--- config.mk ---
export PLATFORM = sky130hd
export DESIGN_NAME = core_pointer_status_regs
export DESIGN_NICKNAME = d
export VERILOG_FILES = /design/src/rtl/arith_flag_unit.v /design/src/rtl/core_pointer_status_regs.v
export VERILOG_INCLUDE_DIRS = /design/src /design/src/rtl
export SDC_FILE = /design/constraint.sdc
export NUM_CORES = 1
export LEC_CHECK = 0
export BUFFER_PORTS_ARGS = -buffer_cell sky130_fd_sc_hd__clkbuf_2
export CORE_MARGIN = 10
export CORE_UTILIZATION = 43
export CTS_CLUSTER_DIAMETER = 80
export CTS_CLUSTER_SIZE = 20
export DETAILED_ROUTE_END_ITERATION = 16
export HOLD_SLACK_MARGIN = 0.1
export PLACE_DENSITY_LB_ADDON = 0.05
export RECOVER_POWER = 50
export SLEW_MARGIN = 10
export SYNTH_ARGS = -nofsm -noshare
export SYNTH_HDL_FRONTEND = slang
export SYNTH_HIERARCHICAL = 1
export SYNTH_SLANG_ARGS = --single-unit
--- constraint.sdc ---
create_clock -name mclk -period 18.65 [get_ports mclk]
set_clock_uncertainty 0.1 [all_clocks]
set_input_delay 0 -clock mclk [delete_from_list [all_inputs] [get_ports mclk]]
set_output_delay 0 -clock mclk [all_outputs]
set_load 0.005 [all_outputs]
--- src/rtl/core_regs_defs.vh ---
// Constants for the core pointer and status registers
`ifndef CORE_REGS_DEFS_VH
`define CORE_REGS_DEFS_VH

// ----------------------------------------
// Register addresses
// ----------------------------------------
`define ADDR_STACK_PTR   8'h81
`define ADDR_PTR_LOW     8'h82
`define ADDR_PTR_HIGH    8'h83
`define ADDR_STATUS      8'hD0
`define ADDR_ACCUM       8'hE0

// ----------------------------------------
// Reset values
// ----------------------------------------
`define RST_STACK_PTR    8'h07
`define RST_PTR_LOW      8'h00
`define RST_PTR_HIGH     8'h00
`define RST_STATUS       8'h00
`define RST_ACCUM        8'h00

// ----------------------------------------
// Status word bit positions
// ----------------------------------------
`define BIT_CARRY        7
`define BIT_NIBBLE_CARRY 6
`define BIT_USER_A       5
`define BIT_BANK_HI      4
`define BIT_BANK_LO      3
`define BIT_OVERFLOW     2
`define BIT_USER_B       1
`define BIT_PARITY       0

// ----------------------------------------
// Datapath operation codes
// ----------------------------------------
`define OP_ADD           3'h0
`define OP_ADDC          3'h1
`define OP_SUBB          3'h2
`define OP_MUL           3'h3
`define OP_DIV           3'h4
`define OP_LOAD          3'h5

// ----------------------------------------
// Misc
// ----------------------------------------
`define STACK_STEP       8'h01
`define PTR_STEP         16'h0001
`define BANK_SIZE_LOG2   3

`endif
--- src/rtl/arith_flag_unit.v ---
// Arithmetic result and flag evaluation for the accumulator datapath
`timescale 1ns/1ns
`default_nettype none
`include "core_regs_defs.vh"

module arith_flag_unit (
	// Operation
	input  wire [2:0] op,
	input  wire [7:0] opa,
	input  wire [7:0] opb,
	input  wire       cin,
	// Results
	output reg  [7:0] res_lo,
	output reg  [7:0] res_hi,
	output reg        res_hi_we,
	output reg        carry_out,
	output reg        nibble_out,
	output reg        overflow_out,
	output reg        flags_we
);

	reg  [8:0]  sum9;
	reg  [4:0]  nib5;
	reg  [15:0] prod;
	reg         cbit;

	always @* begin
		sum9      = 9'h000;
		nib5      = 5'h00;
		prod      = 16'h0000;
		cbit      = (op == `OP_ADD) ? 1'b0 : cin;
		res_lo    = opb;
		res_hi    = 8'h00;
		res_hi_we = 1'b0;
		carry_out    = 1'b0;
		nibble_out   = 1'b0;
		overflow_out = 1'b0;
		flags_we  = 1'b1;
		case (op)
			`OP_ADD, `OP_ADDC: begin
				sum9   = {1'b0, opa} + {1'b0, opb} + {8'h00, cbit};
				nib5   = {1'b0, opa[3:0]} + {1'b0, opb[3:0]} + {4'h0, cbit};
				res_lo = sum9[7:0];
				carry_out  = sum9[8];
				nibble_out = nib5[4];
				// Signed overflow: like signs in, other sign out
				overflow_out = (opa[7] == opb[7]) && (sum9[7] != opa[7]);
			end
			`OP_SUBB: begin
				sum9   = {1'b0, opa} - {1'b0, opb} - {8'h00, cbit};
				nib5   = {1'b0, opa[3:0]} - {1'b0, opb[3:0]} - {4'h0, cbit};
				res_lo = sum9[7:0];
				carry_out    = sum9[8];
				nibble_out   = nib5[4];
				overflow_out = (opa[7] != opb[7]) && (sum9[7] != opa[7]);
			end
			`OP_MUL: begin
				prod         = opa * opb;
				res_lo       = prod[7:0];
				res_hi       = prod[15:8];
				res_hi_we    = 1'b1;
				overflow_out = |prod[15:8];
			end
			`OP_DIV: begin
				// Zero divisor leaves both bytes at zero rather than unknown
				res_hi_we = 1'b1;
				if (opb == 8'h00) begin
					res_lo       = 8'h00;
					overflow_out = 1'b1;
				end else begin
					res_lo = opa / opb;
					res_hi = opa % opb;
				end
			end
			default: begin
				flags_we = 1'b0;
			end
		endcase
	end

endmodule // arith_flag_unit
`default_nettype wire

--- src/rtl/core_pointer_status_regs.v ---
// Accumulator, data pointer, stack pointer and status word of the core
`timescale 1ns/1ns
`default_nettype none
`include "core_regs_defs.vh"

// Summary of operation
// - Pointer is high byte register over low byte register, sixteen bits.
// - That pointer addresses indirect flash and external space RAM accesses.
// - Push increments stack pointer first, then writes byte at new location.
// - Reset loads stack pointer with 07 so first push lands at 08.
// - Carry bit 7 set by add carry or subtract borrow, else cleared by the five arithmetic operations.
// - Nibble carry bit 6 set by carry or borrow out of lower nibble.
// - Bits 5 and 1 are user flags written only by software.
// - Bits 4 to 3 select one of four eight-byte working register banks.
// - Overflow bit 2 set on signed overflow of add, addc, subb.
// - Overflow set when multiply product exceeds 255.
// - Overflow set when divide sees a zero divisor.
// - Otherwise those five operations clear the overflow flag.
// - Bit 0 is read-only parity, one when accumulator has odd ones.
// - Accumulator is eight-bit read-write bit-addressable, zero after reset.
// - Only addresses ending 0 or 8 are bit-addressable; others byte only.
module core_pointer_status_regs (
	// Clock and reset
	input  wire        mclk,
	input  wire        nrst,
	// Byte access to the register space
	input  wire [7:0]  sfr_addr,
	input  wire        sfr_wr,
	input  wire [7:0]  sfr_wdata,
	input  wire        sfr_rd,
	output wire [7:0]  sfr_rdata,
	output wire        sfr_rvalid,
	output wire        sfr_hit,
	// Bit access to the register space
	input  wire [7:0]  bit_addr,
	input  wire        bit_wr,
	input  wire        bit_wdata,
	input  wire        bit_rd,
	output wire        bit_rdata,
	output wire        bit_rvalid,
	// Arithmetic datapath
	input  wire        alu_go,
	input  wire [2:0]  alu_op,
	input  wire [7:0]  alu_operand,
	output wire [7:0]  second_result,
	output wire        second_result_we,
	// Stack operations
	input  wire        push_go,
	input  wire [7:0]  push_data,
	input  wire        pop_go,
	output wire [7:0]  stack_addr,
	output wire [7:0]  stack_wdata,
	output wire        stack_wr_en,
	output wire        stack_rd_en,
	// Pointer operations
	input  wire        ptr_inc_go,
	output wire [15:0] indirect_pointer,
	// Core state
	output wire [7:0]  accumulator,
	output wire [7:0]  program_status_word,
	output wire [7:0]  stack_top_pointer,
	output wire [7:0]  bank_base
);

	// ----------------------------------------
	// State
	// ----------------------------------------
	reg  [7:0] accumulator_reg;
	reg  [7:0] accumulator_next;
	reg  [7:0] stack_ptr_reg;
	reg  [7:0] stack_ptr_next;
	reg  [7:0] ptr_low_byte_reg;
	reg  [7:0] ptr_low_byte_next;
	reg  [7:0] ptr_high_byte_reg;
	reg  [7:0] ptr_high_byte_next;
	reg        carry_flag_reg;
	reg        carry_flag_next;
	reg        nibble_carry_flag_reg;
	reg        nibble_carry_flag_next;
	reg        user_flag_a_reg;
	reg        user_flag_a_next;
	reg        bank_select_hi_reg;
	reg        bank_select_hi_next;
	reg        bank_select_lo_reg;
	reg        bank_select_lo_next;
	reg        overflow_flag_reg;
	reg        overflow_flag_next;
	reg        user_flag_b_reg;
	reg        user_flag_b_next;
	reg        parity_reg;
	reg  [7:0] rdata_reg;
	reg  [7:0] rdata_next;
	reg        rvalid_reg;
	reg        hit_reg;
	reg        hit_next;
	reg        bit_rdata_reg;
	reg        bit_rvalid_reg;
	reg  [7:0] second_reg;
	reg        second_we_reg;
	reg  [7:0] stack_addr_reg;
	reg  [7:0] stack_wdata_reg;
	reg        stack_wr_reg;
	reg        stack_rd_reg;

	// ----------------------------------------
	// Arithmetic unit
	// ----------------------------------------
	wire [7:0] alu_lo;
	wire [7:0] alu_hi;
	wire       alu_hi_we;
	wire       alu_carry;
	wire       alu_nibble;
	wire       alu_overflow;
	wire       alu_flags_we;

	arith_flag_unit u_alu (
		.op           (alu_op),
		.opa          (accumulator_reg),
		.opb          (alu_operand),
		.cin          (carry_flag_reg),
		.res_lo       (alu_lo),
		.res_hi       (alu_hi),
		.res_hi_we    (alu_hi_we),
		.carry_out    (alu_carry),
		.nibble_out   (alu_nibble),
		.overflow_out (alu_overflow),
		.flags_we     (alu_flags_we)
	);

	// ----------------------------------------
	// Address decode
	// ----------------------------------------
	wire       wr_accum   = sfr_wr && (sfr_addr == `ADDR_ACCUM);
	wire       wr_status  = sfr_wr && (sfr_addr == `ADDR_STATUS);
	wire       wr_stack   = sfr_wr && (sfr_addr == `ADDR_STACK_PTR);
	wire       wr_ptr_lo  = sfr_wr && (sfr_addr == `ADDR_PTR_LOW);
	wire       wr_ptr_hi  = sfr_wr && (sfr_addr == `ADDR_PTR_HIGH);
	// Bit space always lands on bytes ending in 0 or 8; stack and pointer bytes never reached
	wire [7:0] bit_byte   = {bit_addr[7:3], 3'h0};
	wire [2:0] bit_sel    = bit_addr[2:0];
	wire       bwr_accum  = bit_wr && (bit_byte == `ADDR_ACCUM);
	wire       bwr_status = bit_wr && (bit_byte == `ADDR_STATUS);

	wire [7:0] status_now = {carry_flag_reg, nibble_carry_flag_reg, user_flag_a_reg,
		bank_select_hi_reg, bank_select_lo_reg, overflow_flag_reg,
		user_flag_b_reg, parity_reg};

	// ----------------------------------------
	// Next state
	// ----------------------------------------
	reg [7:0] status_sw;

	always @* begin
		status_sw        = status_now;
		accumulator_next = accumulator_reg;
		// Software byte write, then bit write; later hardware update wins
		if (wr_accum) begin
			accumulator_next = sfr_wdata;
		end
		if (bwr_accum) begin
			accumulator_next[bit_sel] = bit_wdata;
		end
		if (wr_status) begin
			status_sw = sfr_wdata;
		end
		if (bwr_status) begin
			status_sw[bit_sel] = bit_wdata;
		end
		carry_flag_next        = status_sw[`BIT_CARRY];
		nibble_carry_flag_next = status_sw[`BIT_NIBBLE_CARRY];
		user_flag_a_next       = status_sw[`BIT_USER_A];
		bank_select_hi_next    = status_sw[`BIT_BANK_HI];
		bank_select_lo_next    = status_sw[`BIT_BANK_LO];
		overflow_flag_next     = status_sw[`BIT_OVERFLOW];
		user_flag_b_next       = status_sw[`BIT_USER_B];
		// Hardware result overrides a same-cycle software write to the accumulator and the flags it updates; that write is lost
		if (alu_go) begin
			accumulator_next = alu_lo;
			if (alu_flags_we) begin
				carry_flag_next        = alu_carry;
				nibble_carry_flag_next = alu_nibble;
				overflow_flag_next     = alu_overflow;
			end
		end
	end

	always @* begin
		stack_ptr_next = stack_ptr_reg;
		if (wr_stack) begin
			stack_ptr_next = sfr_wdata;
		end
		// Push takes priority over pop and over a software write
		if (push_go) begin
			stack_ptr_next = stack_ptr_reg + `STACK_STEP;
		end else if (pop_go) begin
			stack_ptr_next = stack_ptr_reg - `STACK_STEP;
		end
	end

	always @* begin
		ptr_low_byte_next  = ptr_low_byte_reg;
		ptr_high_byte_next = ptr_high_byte_reg;
		if (wr_ptr_lo) begin
			ptr_low_byte_next = sfr_wdata;
		end
		if (wr_ptr_hi) begin
			ptr_high_byte_next = sfr_wdata;
		end
		if (ptr_inc_go) begin
			{ptr_high_byte_next, ptr_low_byte_next} =
				{ptr_high_byte_reg, ptr_low_byte_reg} + `PTR_STEP;
		end
	end

	// ----------------------------------------
	// Read mux
	// ----------------------------------------
	always @* begin
		hit_next = 1'b1;
		case (sfr_addr)
			`ADDR_ACCUM:     rdata_next = accumulator_reg;
			`ADDR_STATUS:    rdata_next = status_now;
			`ADDR_STACK_PTR: rdata_next = stack_ptr_reg;
			`ADDR_PTR_LOW:   rdata_next = ptr_low_byte_reg;
			`ADDR_PTR_HIGH:  rdata_next = ptr_high_byte_reg;
			default: begin
				// Unmapped reads return zero and a low hit
				rdata_next = 8'h00;
				hit_next   = 1'b0;
			end
		endcase
	end

	// ----------------------------------------
	// Core registers
	// ----------------------------------------
	always @(posedge mclk or negedge nrst) begin
		if (!nrst) begin
			accumulator_reg       <= `RST_ACCUM;
			stack_ptr_reg         <= `RST_STACK_PTR;
			ptr_low_byte_reg      <= `RST_PTR_LOW;
			ptr_high_byte_reg     <= `RST_PTR_HIGH;
			carry_flag_reg        <= 1'b0;
			nibble_carry_flag_reg <= 1'b0;
			user_flag_a_reg       <= 1'b0;
			bank_select_hi_reg    <= 1'b0;
			bank_select_lo_reg    <= 1'b0;
			overflow_flag_reg     <= 1'b0;
			user_flag_b_reg       <= 1'b0;
			parity_reg            <= 1'b0;
		end else begin
			accumulator_reg       <= accumulator_next;
			stack_ptr_reg         <= stack_ptr_next;
			ptr_low_byte_reg      <= ptr_low_byte_next;
			ptr_high_byte_reg     <= ptr_high_byte_next;
			carry_flag_reg        <= carry_flag_next;
			nibble_carry_flag_reg <= nibble_carry_flag_next;
			user_flag_a_reg       <= user_flag_a_next;
			bank_select_hi_reg    <= bank_select_hi_next;
			bank_select_lo_reg    <= bank_select_lo_next;
			overflow_flag_reg     <= overflow_flag_next;
			user_flag_b_reg       <= user_flag_b_next;
			// Tracks the accumulator's next value; written status bit 0 is dropped
			parity_reg            <= ^accumulator_next;
		end
	end

	// ----------------------------------------
	// Read answers
	// ----------------------------------------
	always @(posedge mclk or negedge nrst) begin
		if (!nrst) begin
			rdata_reg      <= 8'h00;
			rvalid_reg     <= 1'b0;
			hit_reg        <= 1'b0;
			bit_rdata_reg  <= 1'b0;
			bit_rvalid_reg <= 1'b0;
		end else begin
			rvalid_reg     <= sfr_rd;
			bit_rvalid_reg <= bit_rd;
			if (sfr_rd) begin
				rdata_reg <= rdata_next;
				hit_reg   <= hit_next;
			end
			if (bit_rd) begin
				if (bit_byte == `ADDR_ACCUM) begin
					bit_rdata_reg <= accumulator_reg[bit_sel];
				end else if (bit_byte == `ADDR_STATUS) begin
					bit_rdata_reg <= status_now[bit_sel];
				end else begin
					bit_rdata_reg <= 1'b0;
				end
			end
		end
	end

	// ----------------------------------------
	// Stack and second result strobes
	// ----------------------------------------
	always @(posedge mclk or negedge nrst) begin
		if (!nrst) begin
			stack_addr_reg  <= 8'h00;
			stack_wdata_reg <= 8'h00;
			stack_wr_reg    <= 1'b0;
			stack_rd_reg    <= 1'b0;
			second_reg      <= 8'h00;
			second_we_reg   <= 1'b0;
		end else begin
			stack_wr_reg  <= push_go;
			stack_rd_reg  <= pop_go && !push_go;
			second_we_reg <= alu_go && alu_hi_we;
			if (push_go) begin
				// Write goes to the incremented pointer, one cycle after the request
				stack_addr_reg  <= stack_ptr_reg + `STACK_STEP;
				stack_wdata_reg <= push_data;
			end else if (pop_go) begin
				// Pop reads the current top before the decrement takes effect
				stack_addr_reg <= stack_ptr_reg;
			end
			if (alu_go && alu_hi_we) begin
				second_reg <= alu_hi;
			end
		end
	end

	// ----------------------------------------
	// Outputs
	// ----------------------------------------
	assign sfr_rdata           = rdata_reg;
	assign sfr_rvalid          = rvalid_reg;
	assign sfr_hit             = hit_reg;
	assign bit_rdata           = bit_rdata_reg;
	assign bit_rvalid          = bit_rvalid_reg;
	assign second_result       = second_reg;
	assign second_result_we    = second_we_reg;
	assign stack_addr          = stack_addr_reg;
	assign stack_wdata         = stack_wdata_reg;
	assign stack_wr_en         = stack_wr_reg;
	assign stack_rd_en         = stack_rd_reg;
	assign indirect_pointer    = {ptr_high_byte_reg, ptr_low_byte_reg};
	assign accumulator         = accumulator_reg;
	assign program_status_word = status_now;
	assign stack_top_pointer   = stack_ptr_reg;
	// Bank base is bank number times eight
	assign bank_base = {3'h0, bank_select_hi_reg, bank_select_lo_reg,
		{`BANK_SIZE_LOG2{1'b0}}};

endmodule // core_pointer_status_regs
`default_nettype wire

==> reports/results.tsv, run 1 <==
stage	metric	value	unit
run_status	run_status	finished with violations	
run_status	violations	capacitance limit, slew limit	
layout	layout-drive-gt1-share	9.77	%
power	cellLeakagePower	5.17	nW
setup_path	cpMostUsedCell	sky130_fd_sc_hd__ha_1	
die	die_w	173	µm
clock_tree	cts.repair_timing.setup_buffer_count	0	
global_route	grtUsageTotal	22.2	%
synth	synth_seq_area_share	19.7	%
timing	slew-limit-headroom	-74.2	%
global_route	grt_start_max_net_pins	42	
setup_path	cp_slowest_cell	sky130_fd_sc_hd__a21oi_1	
synth	synth-edff-count	0	
global_route	first_global_vias	9429	
setup_path	timing.critical_path.slowest_cell_delay	850	ps
power	power_frac_seq	18.3	%
drt	average_routed_wire_per_standard_cell	20.4	µm
job	cap_violations	1	
synth	syn-cell-area	0.0100	mm²
timing	report.final.slew_viol_count	42	
die	initial_core_util	44.1	%
die	io_pins	141	
clock_tree	root_cell_of_the_clock_tree	sky130_fd_sc_hd__clkbuf_16	
power	combPwrFrac	69.5	%
setup_path	startpoint_type	register	
drt	drc	0	
power	ir_worst_vdd	0.0000858	V
drt	drt_pre_antenna_iters	5	
synth	synth_cell_types	90	
timing	rsz0062_at_grt	no	
timing	achievable-frequency	0.0728	GHz
setup_path	critical_path_required	18820	ps
hold_path	class_of_the_tightest_hold_or_removal_check	in2reg	
place	gp_routability_congestion	0.928	
setup_path	critical_path.max_fanout	14	
drt	postRouteWirelength	33.8	mm
clock_tree	clock_network_latency_to_the_later_pin_of_the_worst_skew_pair	350	ps
clock_tree	clock-sinks	79	
clock_tree	path_clk_slew	70	ps
clock_tree	tritoncts	done	
place	placement.io_buffers	134	
die	dieHeight	173	µm
setup_path	cp-end-kind	register	
timing	finalWorstPathRequiredPeriod	13730	ps
clock_tree	h-tree-depth	3	
timing	final_critical_path_setup_slack	4920	ps
die	die-area	0.0299	mm²
global_route	grt_first_pass_wirelength	53.9	mm
drt	post_drt_via_cell_ratio	5.74	
place	placedCellCount	1611	
power	power.switching	799	µW
timing	setup_viol	0	
timing	fin_tns_setup	0	ps
layout	antennaDiodeCount	0	
synth	postSynth.topFlopCell	sky130_fd_sc_hd__dfrtp_1	
timing	post-route-period-util	73.6	%
die	std_cell_rows	55	
power	clockPowerShare	12.2	%
timing	timing_worst_slew_pin_value	2610	ps
synth	ff_latch_count_synth	79	
timing	hold_viol	0	
synth	synth.yosys.warnings	6	
global_route	grt_overflow	0	
synth	synthesis.instances	1223	
layout	final_cell_count_no_fill	1654	
place	place.detailed.hpwl	26.1	mm
synth	async_flop_share	100	%
synth	postSynthAreaPerCell	8.21	µm²
global_route	number_of_antenna_violations_at_the_first_check_in_global_routing	0	
drt	drt_iter0_markers	764	
setup_path	criticalPathCategory	reg2reg	
setup_path	crit_arrival	13900	ps
power	power-per-cell-area	140	mW/mm²
power	power_report.internal_total	790	µW
power	switching_share	50.3	%
setup_path	timing.critical_path.max_delay_family	compound AO/OA/AOI/OAI gates	
setup_path	worstPathBufferInverterCount	2	
layout	layout-area-overhead-vs-synth	12.7	%
clock_tree	numCtsBuffers	9	
place	worst_setup_slack_post_dpl	4910	ps
die	floorplan.core_area	0.0228	mm²
layout	finalNetCount	1532	
clock_tree	cts_max_path_buffers	2	
drt	drtAntennaViolNets	0	
drt	num_vias	9498	
cells in the final DEF, fill, tap and decap left out, types with 7 or more instances in the layout:
| cell type | synthesis | final |
|---|---|---|
| sky130_fd_sc_hd__nand3_1 | 31 | 31 |
| sky130_fd_sc_hd__a221oi_1 | 12 | 12 |
| sky130_fd_sc_hd__clkbuf_1 | 41 | 73 |
| sky130_fd_sc_hd__nor2_1 | 111 | 111 |
| sky130_fd_sc_hd__fa_1 | 41 | 41 |
| sky130_fd_sc_hd__o21ai_0 | 68 | 68 |
| sky130_fd_sc_hd__mux2i_1 | 41 | 41 |
| sky130_fd_sc_hd__mux2_2 | 22 | 22 |
| sky130_fd_sc_hd__o31ai_1 | 9 | 9 |
| sky130_fd_sc_hd__dlygate4sd3_1 | 0 | 27 |
| sky130_fd_sc_hd__ha_1 | 101 | 101 |
| sky130_fd_sc_hd__a31oi_1 | 11 | 11 |
| sky130_fd_sc_hd__inv_1 | 112 | 112 |
| sky130_fd_sc_hd__or3_1 | 14 | 14 |
| sky130_fd_sc_hd__nor2b_1 | 11 | 11 |
| sky130_fd_sc_hd__o2111ai_1 | 7 | 7 |
| sky130_fd_sc_hd__a211oi_1 | 10 | 10 |
| sky130_fd_sc_hd__o21a_1 | 15 | 15 |
| sky130_fd_sc_hd__xnor2_1 | 40 | 40 |
| sky130_fd_sc_hd__nor3_1 | 28 | 28 |
| sky130_fd_sc_hd__a21oi_1 | 57 | 57 |
| sky130_fd_sc_hd__clkbuf_2 | 1 | 63 |
| sky130_fd_sc_hd__nand4_1 | 12 | 12 |
| sky130_fd_sc_hd__nand2b_1 | 14 | 14 |
| sky130_fd_sc_hd__clkbuf_16 | 0 | 9 |
| sky130_fd_sc_hd__dfrtp_1 | 76 | 76 |
| sky130_fd_sc_hd__o211ai_1 | 8 | 8 |
| sky130_fd_sc_hd__o22ai_1 | 14 | 14 |
| sky130_fd_sc_hd__a21o_1 | 17 | 17 |
| sky130_fd_sc_hd__nand2_1 | 116 | 116 |
| sky130_fd_sc_hd__and3_1 | 9 | 9 |
| sky130_fd_sc_hd__xor2_1 | 16 | 16 |
Yosys cell counts (10+ instances only):
master                       n  area (µm²)
sky130_fd_sc_hd__nor2b_1    11        68.8
sky130_fd_sc_hd__nand3_1    31         155
sky130_fd_sc_hd__a21o_1     17         128
sky130_fd_sc_hd__clkbuf_1   41         154
sky130_fd_sc_hd__nand2_1   116         435
sky130_fd_sc_hd__o22ai_1    14        87.6
sky130_fd_sc_hd__o21a_1     15         113
sky130_fd_sc_hd__a21oi_1    57         285
sky130_fd_sc_hd__mux2i_1    41         410
sky130_fd_sc_hd__a221oi_1   12         105
sky130_fd_sc_hd__nand4_1    12        75.1
sky130_fd_sc_hd__nand2b_1   14        87.6
sky130_fd_sc_hd__mux2_2     22         248
sky130_fd_sc_hd__a211oi_1   10        75.1
sky130_fd_sc_hd__xnor2_1    40         350
sky130_fd_sc_hd__o21ai_0    68         340
sky130_fd_sc_hd__nor2_1    111         417
sky130_fd_sc_hd__fa_1       41         821
sky130_fd_sc_hd__xor2_1     16         140
sky130_fd_sc_hd__buf_4      16         120
sky130_fd_sc_hd__dfrtp_1    76        1900
sky130_fd_sc_hd__ha_1      101        1260
sky130_fd_sc_hd__nor3_1     28         140
sky130_fd_sc_hd__or3_1      14        87.6
sky130_fd_sc_hd__inv_1     112         420
sky130_fd_sc_hd__a31oi_1    11        68.8
power groups by stage:
| stage | Combinational (mW) | Sequential (mW) | Clock [mW] |
|---|---|---|---|
| global placement | 1.10 | 0.294 | 0 |
| finish | 1.10 | 0.291 | 0.194 |
| detailed placement | 1.10 | 0.293 | 0 |
| global route | 1.23 | 0.300 | 0.209 |
| CTS | 1.11 | 0.291 | 0.199 |
| floorplan | 0.812 | 0.260 | 0 |
worst min-delay path, stage by stage:
cell,delay (ps)
sky130_fd_sc_hd__clkbuf_2,270
sky130_fd_sc_hd__nor3_1,120
sky130_fd_sc_hd__mux2i_1,110
layout make-up:
type / count / area [µm²]
flip-flops and latches: 79 / 1980
repair buffers: 166 / 890
clock inverters: 5 / 82.6
well taps: 313 / 392
inverters: 116 / 435
fillers: 2307 / 11500
clock buffers: 11 / 233
multi-input cells: 964 / 7300
worst paths after layout:
| kind | from | endpoint | slack [ps] | cells after the start |
|---|---|---|---|---|
| worst max-delay path | accumulator[7] | parity_reg | 4920 | 50 |
| worst min register to register | second_result[6] | second_result[6] | 400 | 1 |
| max in group asynchronous | nrst | stack_top_pointer[2] | 15880 | 3 |
| worst min-delay path | bit_addr[1] | user_flag_a_reg | 110 | 3 |
| worst max register to register | accumulator[7] | parity_reg | 4920 | 50 |
| min in group asynchronous | nrst | second_result[0] | 920 | 2 |
layer usage:
layer	up-vias	wire length, µm	GRT usage, %
met5	-	0	0
met4	0	510	4.31
met3	31	2160	3.55
met2	286	16100	37.7
met1	4602	14900	29.1
li1	4579	-	-
per-stage QoR:
stage          util [%]  area, µm²  power (mW)  hold WS, ps
2_1_floorplan         -      10100        1.07         -396
3_3_place_gp       47.5      10800        1.39        -42.4
3_5_place_dp       47.5      10800        1.39        -49.3
4_1_cts            50.0      11400        1.60          101
5_1_grt            49.7      11300        1.74          154
6_report           49.7      11300        1.59          107
cell families (layout without fill, tap and decap cells):
group                    count (synthesis)  count (layout)  share of synthesized area [%]
AO/OA/AOI/OAI                          302             302                           20.5
XOR/XNOR                                56              56                           4.89
adder cells (fa/ha/maj)                142             142                           20.8
buffers and inverters                  185             298                           7.78
flip-flops                              79              79                           19.7
multiplexers                            67              67                           7.30
other                                    1               6                         0.0374
AND/OR/NAND/NOR                        391             391                           19.0
what timing repair did:
| item | CTS | global route |
|---|---|---|
| hold buffers | 27 | 0 |
| gates resized for setup | 0 | 0 |
| endpoints found under the hold margin | 93 | 0 |
(Power assumes the default switching activity.)
==> inputs of run 2 (changes only) <==
- clock period: 18.65 -> 12.2 ns (I/O delays scaled with it)
==> run 2 against run 1 <==
Net effect:
- the flow now finishes without violations
- power rose by 56%
- routed wire length increased by 3.4%
- fmax up 19%
- final cell count rose by 1.3%
- sequential share of layout area fell by 0.33 points
- largest power group unchanged
==> reports/results.tsv, run 2 (synthesized netlist as in run 1, its figures left out) <==
stage	metric	value	unit
drt	average_routed_wire_per_standard_cell	20.8	µm
clock_tree	h-tree-depth	3	
drt	drtAntennaViolNets	0	
run_status	run_status	completed	
global_route	grtUsageTotal	22.6	%
layout	finalNetCount	1553	
power	power.switching	1.25	mW
die	dieHeight	173	µm
layout	final_cell_count_no_fill	1675	
timing	finalWorstPathRequiredPeriod	11540	ps
global_route	grt_overflow	0	
power	clockPowerShare	13.0	%
setup_path	criticalPathCategory	reg2reg	
clock_tree	root_cell_of_the_clock_tree	sky130_fd_sc_hd__clkbuf_16	
setup_path	timing.critical_path.slowest_cell_delay	450	ps
timing	hold_viol	0	
timing	worst_hold_slack	92.1	ps
power	power_frac_seq	17.4	%
die	die-area	0.0299	mm²
layout	summed_area_of_non_filler_cells_in_the_final_layout	0.0115	mm²
clock_tree	clock_network_latency_to_the_later_pin_of_the_worst_skew_pair	360	ps
setup_path	worstPathBufferInverterCount	4	
clock_tree	numCtsBuffers	9	
power	design_power_total	2.47	mW
job	cap_violations	0	
power	power_report.internal_total	1.22	mW
power	power-per-cell-area	215	mW/mm²
drt	num_vias	9639	
die	initial_core_util	44.1	%
timing	setup_viol	0	
setup_path	cp-end-kind	register	
setup_path	cpMostUsedCell	sky130_fd_sc_hd__ha_1	
power	combPwrFrac	69.6	%
drt	postRouteWirelength	34.9	mm
power	switching_share	50.5	%
place	detailed_place.area	0.0109	mm²
timing	achievable-frequency	0.0866	GHz
setup_path	critical_path.max_fanout	13	
place	placedCellCount	1626	
setup_path	timing.critical_path.max_delay_family	compound AO/OA/AOI/OAI gates	
die	io_pins	141	
setup_path	crit_arrival	11720	ps
setup_path	startpoint_type	register	
timing	slew-limit-headroom	7.36	%
layout	layout.cells.most_common	sky130_fd_sc_hd__nand2_1	
layout	layout_common_cells	116 x sky130_fd_sc_hd__nand2_1, 112 x sky130_fd_sc_hd__inv_1, 111 x sky130_fd_sc_hd__nor2_1	
setup_path	critical_path_required	12380	ps
global_route	grt_first_pass_wirelength	54.6	mm
clock_tree	path_clk_slew	80	ps
timing	post-route-period-util	94.6	%
place	placement.io_buffers	134	
layout	layout-drive-gt1-share	11.3	%
layout	layout-area-overhead-vs-synth	14.9	%
timing	timing_worst_slew_pin_value	1390	ps
die	die_w	173	µm
drt	post_drt_via_cell_ratio	5.75	
layout	antennaDiodeCount	0	
power	ir_worst_vdd	0.000103	V
drt	drt_iter0_markers	733	
clock_tree	tritoncts	done	
drt	drt_pre_antenna_iters	5	
hold_path	class_of_the_tightest_hold_or_removal_check	in2reg	
layout	footprint_of_the_multi_input_gates	0.00736	mm²
layout	filler_cell_count	2269	
timing	report.final.slew_viol_count	0	
die	floorplan.core_area	0.0228	mm²
global_route	grt_start_max_net_pins	49	
setup_path	cp_slowest_cell	sky130_fd_sc_hd__a2111oi_2	
place	place.detailed.hpwl	26.6	mm
die	std_cell_rows	55	
place	gp_routability_congestion	0.918	
drt	drc	0	
layout	area.sequential	0.00198	mm²
clock_tree	cts_max_path_buffers	2	
global_route	number_of_antenna_violations_at_the_first_check_in_global_routing	0	
power	cellLeakagePower	5.26	nW
clock_tree	clock-sinks	79	
global_route	first_global_vias	9611	
-- run 2: cell count changes in the layout (fill, tap and decap cells not counted), moves of 2 or more --
| cell | delta |
|---|---|
| sky130_fd_sc_hd__o21ai_1 | +3 |
| sky130_fd_sc_hd__o31ai_1 | -2 |
| sky130_fd_sc_hd__clkbuf_1 | +7 |
| sky130_fd_sc_hd__dfstp_2 | -3 |
| sky130_fd_sc_hd__o31ai_2 | +2 |
| sky130_fd_sc_hd__a21oi_1 | -6 |
| sky130_fd_sc_hd__a21boi_0 | -2 |
| sky130_fd_sc_hd__a21oi_2 | +6 |
| sky130_fd_sc_hd__dfstp_1 | +3 |
| sky130_fd_sc_hd__inv_8 | +3 |
| sky130_fd_sc_hd__buf_4 | +17 |
| sky130_fd_sc_hd__a21boi_1 | +2 |
| sky130_fd_sc_hd__clkbuf_2 | -6 |
| sky130_fd_sc_hd__o21ai_0 | -3 |
-- run 2: worst paths after layout --
path | cells past startpoint | slack (ps) | from | to
worst max-delay path | 52 | 660 | accumulator[7] | parity_reg
worst min-delay path | 4 | 90 | sfr_wr | ptr_high_byte_reg[5]
worst max register to register | 52 | 660 | accumulator[7] | parity_reg
worst min register to register | 1 | 400 | second_result[3] | second_result[3]
max in group asynchronous | 4 | 8980 | nrst | bank_select_hi_reg
min in group asynchronous | 3 | 900 | nrst | accumulator[4]
-- run 2: cell type report --
cell class,instances,share of cell area (%)
Multi-Input combinational cell,964,63.8
Timing Repair Buffer,187,8.94
Sequential cell,79,17.2
Clock buffer,9,1.95
Clock inverter,7,0.955
Tap cell,313,3.40
Inverter,116,3.78
-- run 2: power groups by stage --
stage	logic, mW	clock network (mW)	registers [mW]
after global routing	1.93	0.334	0.443
after floorplan	1.24	0	0.397
final	1.72	0.321	0.431
after detailed placement	1.68	0	0.436
after CTS	1.70	0.327	0.432
after global placement	1.68	0	0.437
-- run 2: stage by stage --
stage,setup WS [ps],utilization (%),setup TNS (ps)
2_1_floorplan,880,-,0
3_5_place_dp,-141,48.0,-141
4_1_cts,88.9,50.7,0
5_1_grt,-108,50.6,-108
6_report,657,50.6,0
3_3_place_gp,304,48.0,0
-- run 2: repair_timing --
action | in CTS | in global routing
setup endpoints to repair | 1 | 10
endpoints found under the hold margin | 84 | 0
hold buffers | 28 | 0
gates resized for setup | 1 | 19
setup buffers | 0 | 5
pin swaps | 0 | 6
-- run 2: layer usage --
layer | track usage [%] | routed length (µm)
met1 | 28.8 | 15200
met2 | 37.9 | 16600
met3 | 4.49 | 2200
met4 | 6.36 | 876
met5 | 0 | 0
-- run 2: worst register-to-register path: cells and delay by family, from the launching register on --
kind	cells	cell delay, ps
multiplexers	3	800
XOR/XNOR	3	470
AND/OR/NAND/NOR	5	790
AO/OA/AOI/OAI	30	5980
flip-flops	1	390
adder cells (fa/ha/maj)	7	2290
buffers and inverters	4	650
==> inputs of run 3 (changes only) <==
- CORE_MARGIN: 10 -> 4
- REMOVE_ABC_BUFFERS: unset -> 1
==> run 3 against run 2 <==
Net effect:
- worst hold slack gained 6.3 ps
- sequential cell count unchanged
- final cell count grew 0.12%
- highest routed layer unchanged
==> reports/results.tsv, run 3 (synthesized netlist as in run 1, its figures left out) <==
stage	metric	value	unit
job	cap_violations	0	
drt	drtAntennaViolNets	0	
layout	antennaDiodeCount	0	
drt	drc	0	
die	initial_core_util	44.1	%
timing	slew-limit-headroom	2.38	%
hold_path	worst_hold_startpoint	bit_addr[2]	
timing	achievable-frequency	0.0858	GHz
layout	finalNetCount	1555	
drt	num_vias	9607	
power	ir_worst_vdd	0.000112	V
power	clockPowerShare	12.8	%
setup_path	critical_path.reg2reg.startpoint	accumulator[7]	
setup_path	crit_arrival	11830	ps
clock_tree	tritoncts	done	
drt	post_drt_via_cell_ratio	5.73	
power	combPwrFrac	69.5	%
drt	drt_pre_antenna_iters	5	
setup_path	timing.rr.end	parity_reg	
setup_path	worst-r2r-setup-slack	540	ps
power	power_frac_seq	17.7	%
die	die-area	0.0259	mm²
global_route	first_global_vias	9462	
global_route	grt_overflow	0	
global_route	grt_first_pass_wirelength	53.2	mm
setup_path	critical_path.max_fanout	6	
place	gp_routability_congestion	0.932	
clock_tree	cts_max_path_buffers	2	
place	placedCellCount	1624	
setup_path	timing.critical_path.slowest_cell_delay	440	ps
layout	layout_common_cells	116 x sky130_fd_sc_hd__nand2_1, 112 x sky130_fd_sc_hd__inv_1, 111 x sky130_fd_sc_hd__nor2_1	
place	place.detailed.hpwl	25.7	mm
layout	layout-drive-gt1-share	13.4	%
power	power-per-cell-area	213	mW/mm²
drt	drt_iter0_markers	586	
clock_tree	root_cell_of_the_clock_tree	sky130_fd_sc_hd__clkbuf_16	
setup_path	criticalPathCategory	reg2reg	
place	placement.io_buffers	134	
power	power_report.internal_total	1.24	mW
setup_path	r2r_cells	51	
setup_path	critical_path_required	12370	ps
global_route	grtUsageTotal	25.8	%
global_route	number_of_antenna_violations_at_the_first_check_in_global_routing	0	
setup_path	cpMostUsedCell	sky130_fd_sc_hd__ha_1	
hold_path	min_delay_worst_endpoint	user_flag_b_reg	
setup_path	startpoint_type	register	
drt	postRouteWirelength	33.6	mm
die	die_w	161	µm
hold_path	whs_path_depth	3	
timing	timing_worst_slew_pin_value	1460	ps
timing	finalWorstPathRequiredPeriod	11660	ps
clock_tree	h-tree-depth	3	
drt	average_routed_wire_per_standard_cell	20.1	µm
timing	hold_viol	0	
setup_path	cp-end-kind	register	
timing	post-route-period-util	95.6	%
place	detailed_place.area	0.0109	mm²
layout	layout.core_utilization	50.9	%
power	power.switching	1.23	mW
die	floorplan.core_area	0.0228	mm²
hold_path	class_of_the_tightest_hold_or_removal_check	in2reg	
layout	layout.cells.most_common	sky130_fd_sc_hd__nand2_1	
die	std_cell_rows	55	
setup_path	cp_slowest_cell	sky130_fd_sc_hd__a2111oi_2	
clock_tree	path_clk_slew	80	ps
global_route	grt_start_max_net_pins	57	
run_status	run_status	completed	
clock_tree	clock-sinks	79	
layout	layout-area-overhead-vs-synth	15.5	%
die	io_pins	141	
power	switching_share	49.9	%
die	dieHeight	161	µm
clock_tree	clock_network_latency_to_the_later_pin_of_the_worst_skew_pair	370	ps
timing	setup_viol	0	
layout	final_cell_count_no_fill	1677	
clock_tree	numCtsBuffers	9	
layout	summed_area_of_non_filler_cells_in_the_final_layout	0.0116	mm²
power	cellLeakagePower	5.36	nW
timing	report.final.slew_viol_count	0	
## run 3: how the worst max path moves through the flow
stage                  to  depth (start not counted)            from  slack, ps
2_1_floorplan  parity_reg                         51  accumulator[7]        740
3_3_place_gp   parity_reg                         53  alu_operand[5]        410
3_5_place_dp   parity_reg                         54  alu_operand[5]       -110
4_1_cts        parity_reg                         51  accumulator[7]         70
5_1_grt        parity_reg                         52  accumulator[7]       -240
6_report       parity_reg                         51  accumulator[7]        540
## run 3: per-stage QoR
stage               power (mW)  hold slack (ps)  setup WS [ps]  setup TNS, ps
finish                    2.47             98.4            539              0
global route              2.70              144           -239           -334
CTS                       2.44              100           72.2              0
detailed placement        2.10             -127           -113           -167
global placement          2.12             -124            413              0
floorplan                 1.61             -396            743              0
## run 3: power groups by stage
stage	sequential [mW]	combinational [mW]	clock, mW
floorplan	0.415	1.19	0
global placement	0.441	1.67	0
detailed placement	0.441	1.66	0
CTS	0.437	1.69	0.320
global route	0.449	1.91	0.333
finish	0.437	1.71	0.315
## run 3: area by class of cell
| cell class | instances | area, µm² |
|---|---|---|
| fillers | 2269 | 11200 |
| flip-flops and latches | 79 | 1980 |
| clock buffers | 11 | 253 |
| inverters | 116 | 435 |
| clock inverters | 5 | 86.3 |
| multi-input cells | 964 | 7370 |
| well taps | 313 | 392 |
| repair buffers | 189 | 1080 |
## run 3: repair_timing
item / 4_1_cts / 5_1_grt
cloned: 0 / 0
buffers inserted: 0 / 7
gates resized for setup: 1 / 21
setup endpoints to repair: 1 / 10
hold buffers: 30 / 0
hold endpoints to repair: 77 / 0
pin swaps: 0 / 7
## run 3: critical path: cells and delay by family (launching register included)
family | cells | cell delay [ps]
AOI/OAI and AO/OA | 30 | 6240
xor gates and xnor gates | 3 | 480
adders and majority gates | 8 | 2520
buffers and inverters | 3 | 440
DFF | 1 | 390
muxes | 3 | 810
and+or+nand+nor | 4 | 630
## run 3: routing by layer
metal / GRT usage, % / vias up / wire length (µm)
met3: 4.36 / 54 / 1890
li1: - / 4621 / -
met5: 0 / - / 0
met1: 34.4 / 4628 / 14900
met2: 43.5 / 304 / 15900
met4: 6.94 / 0 / 887
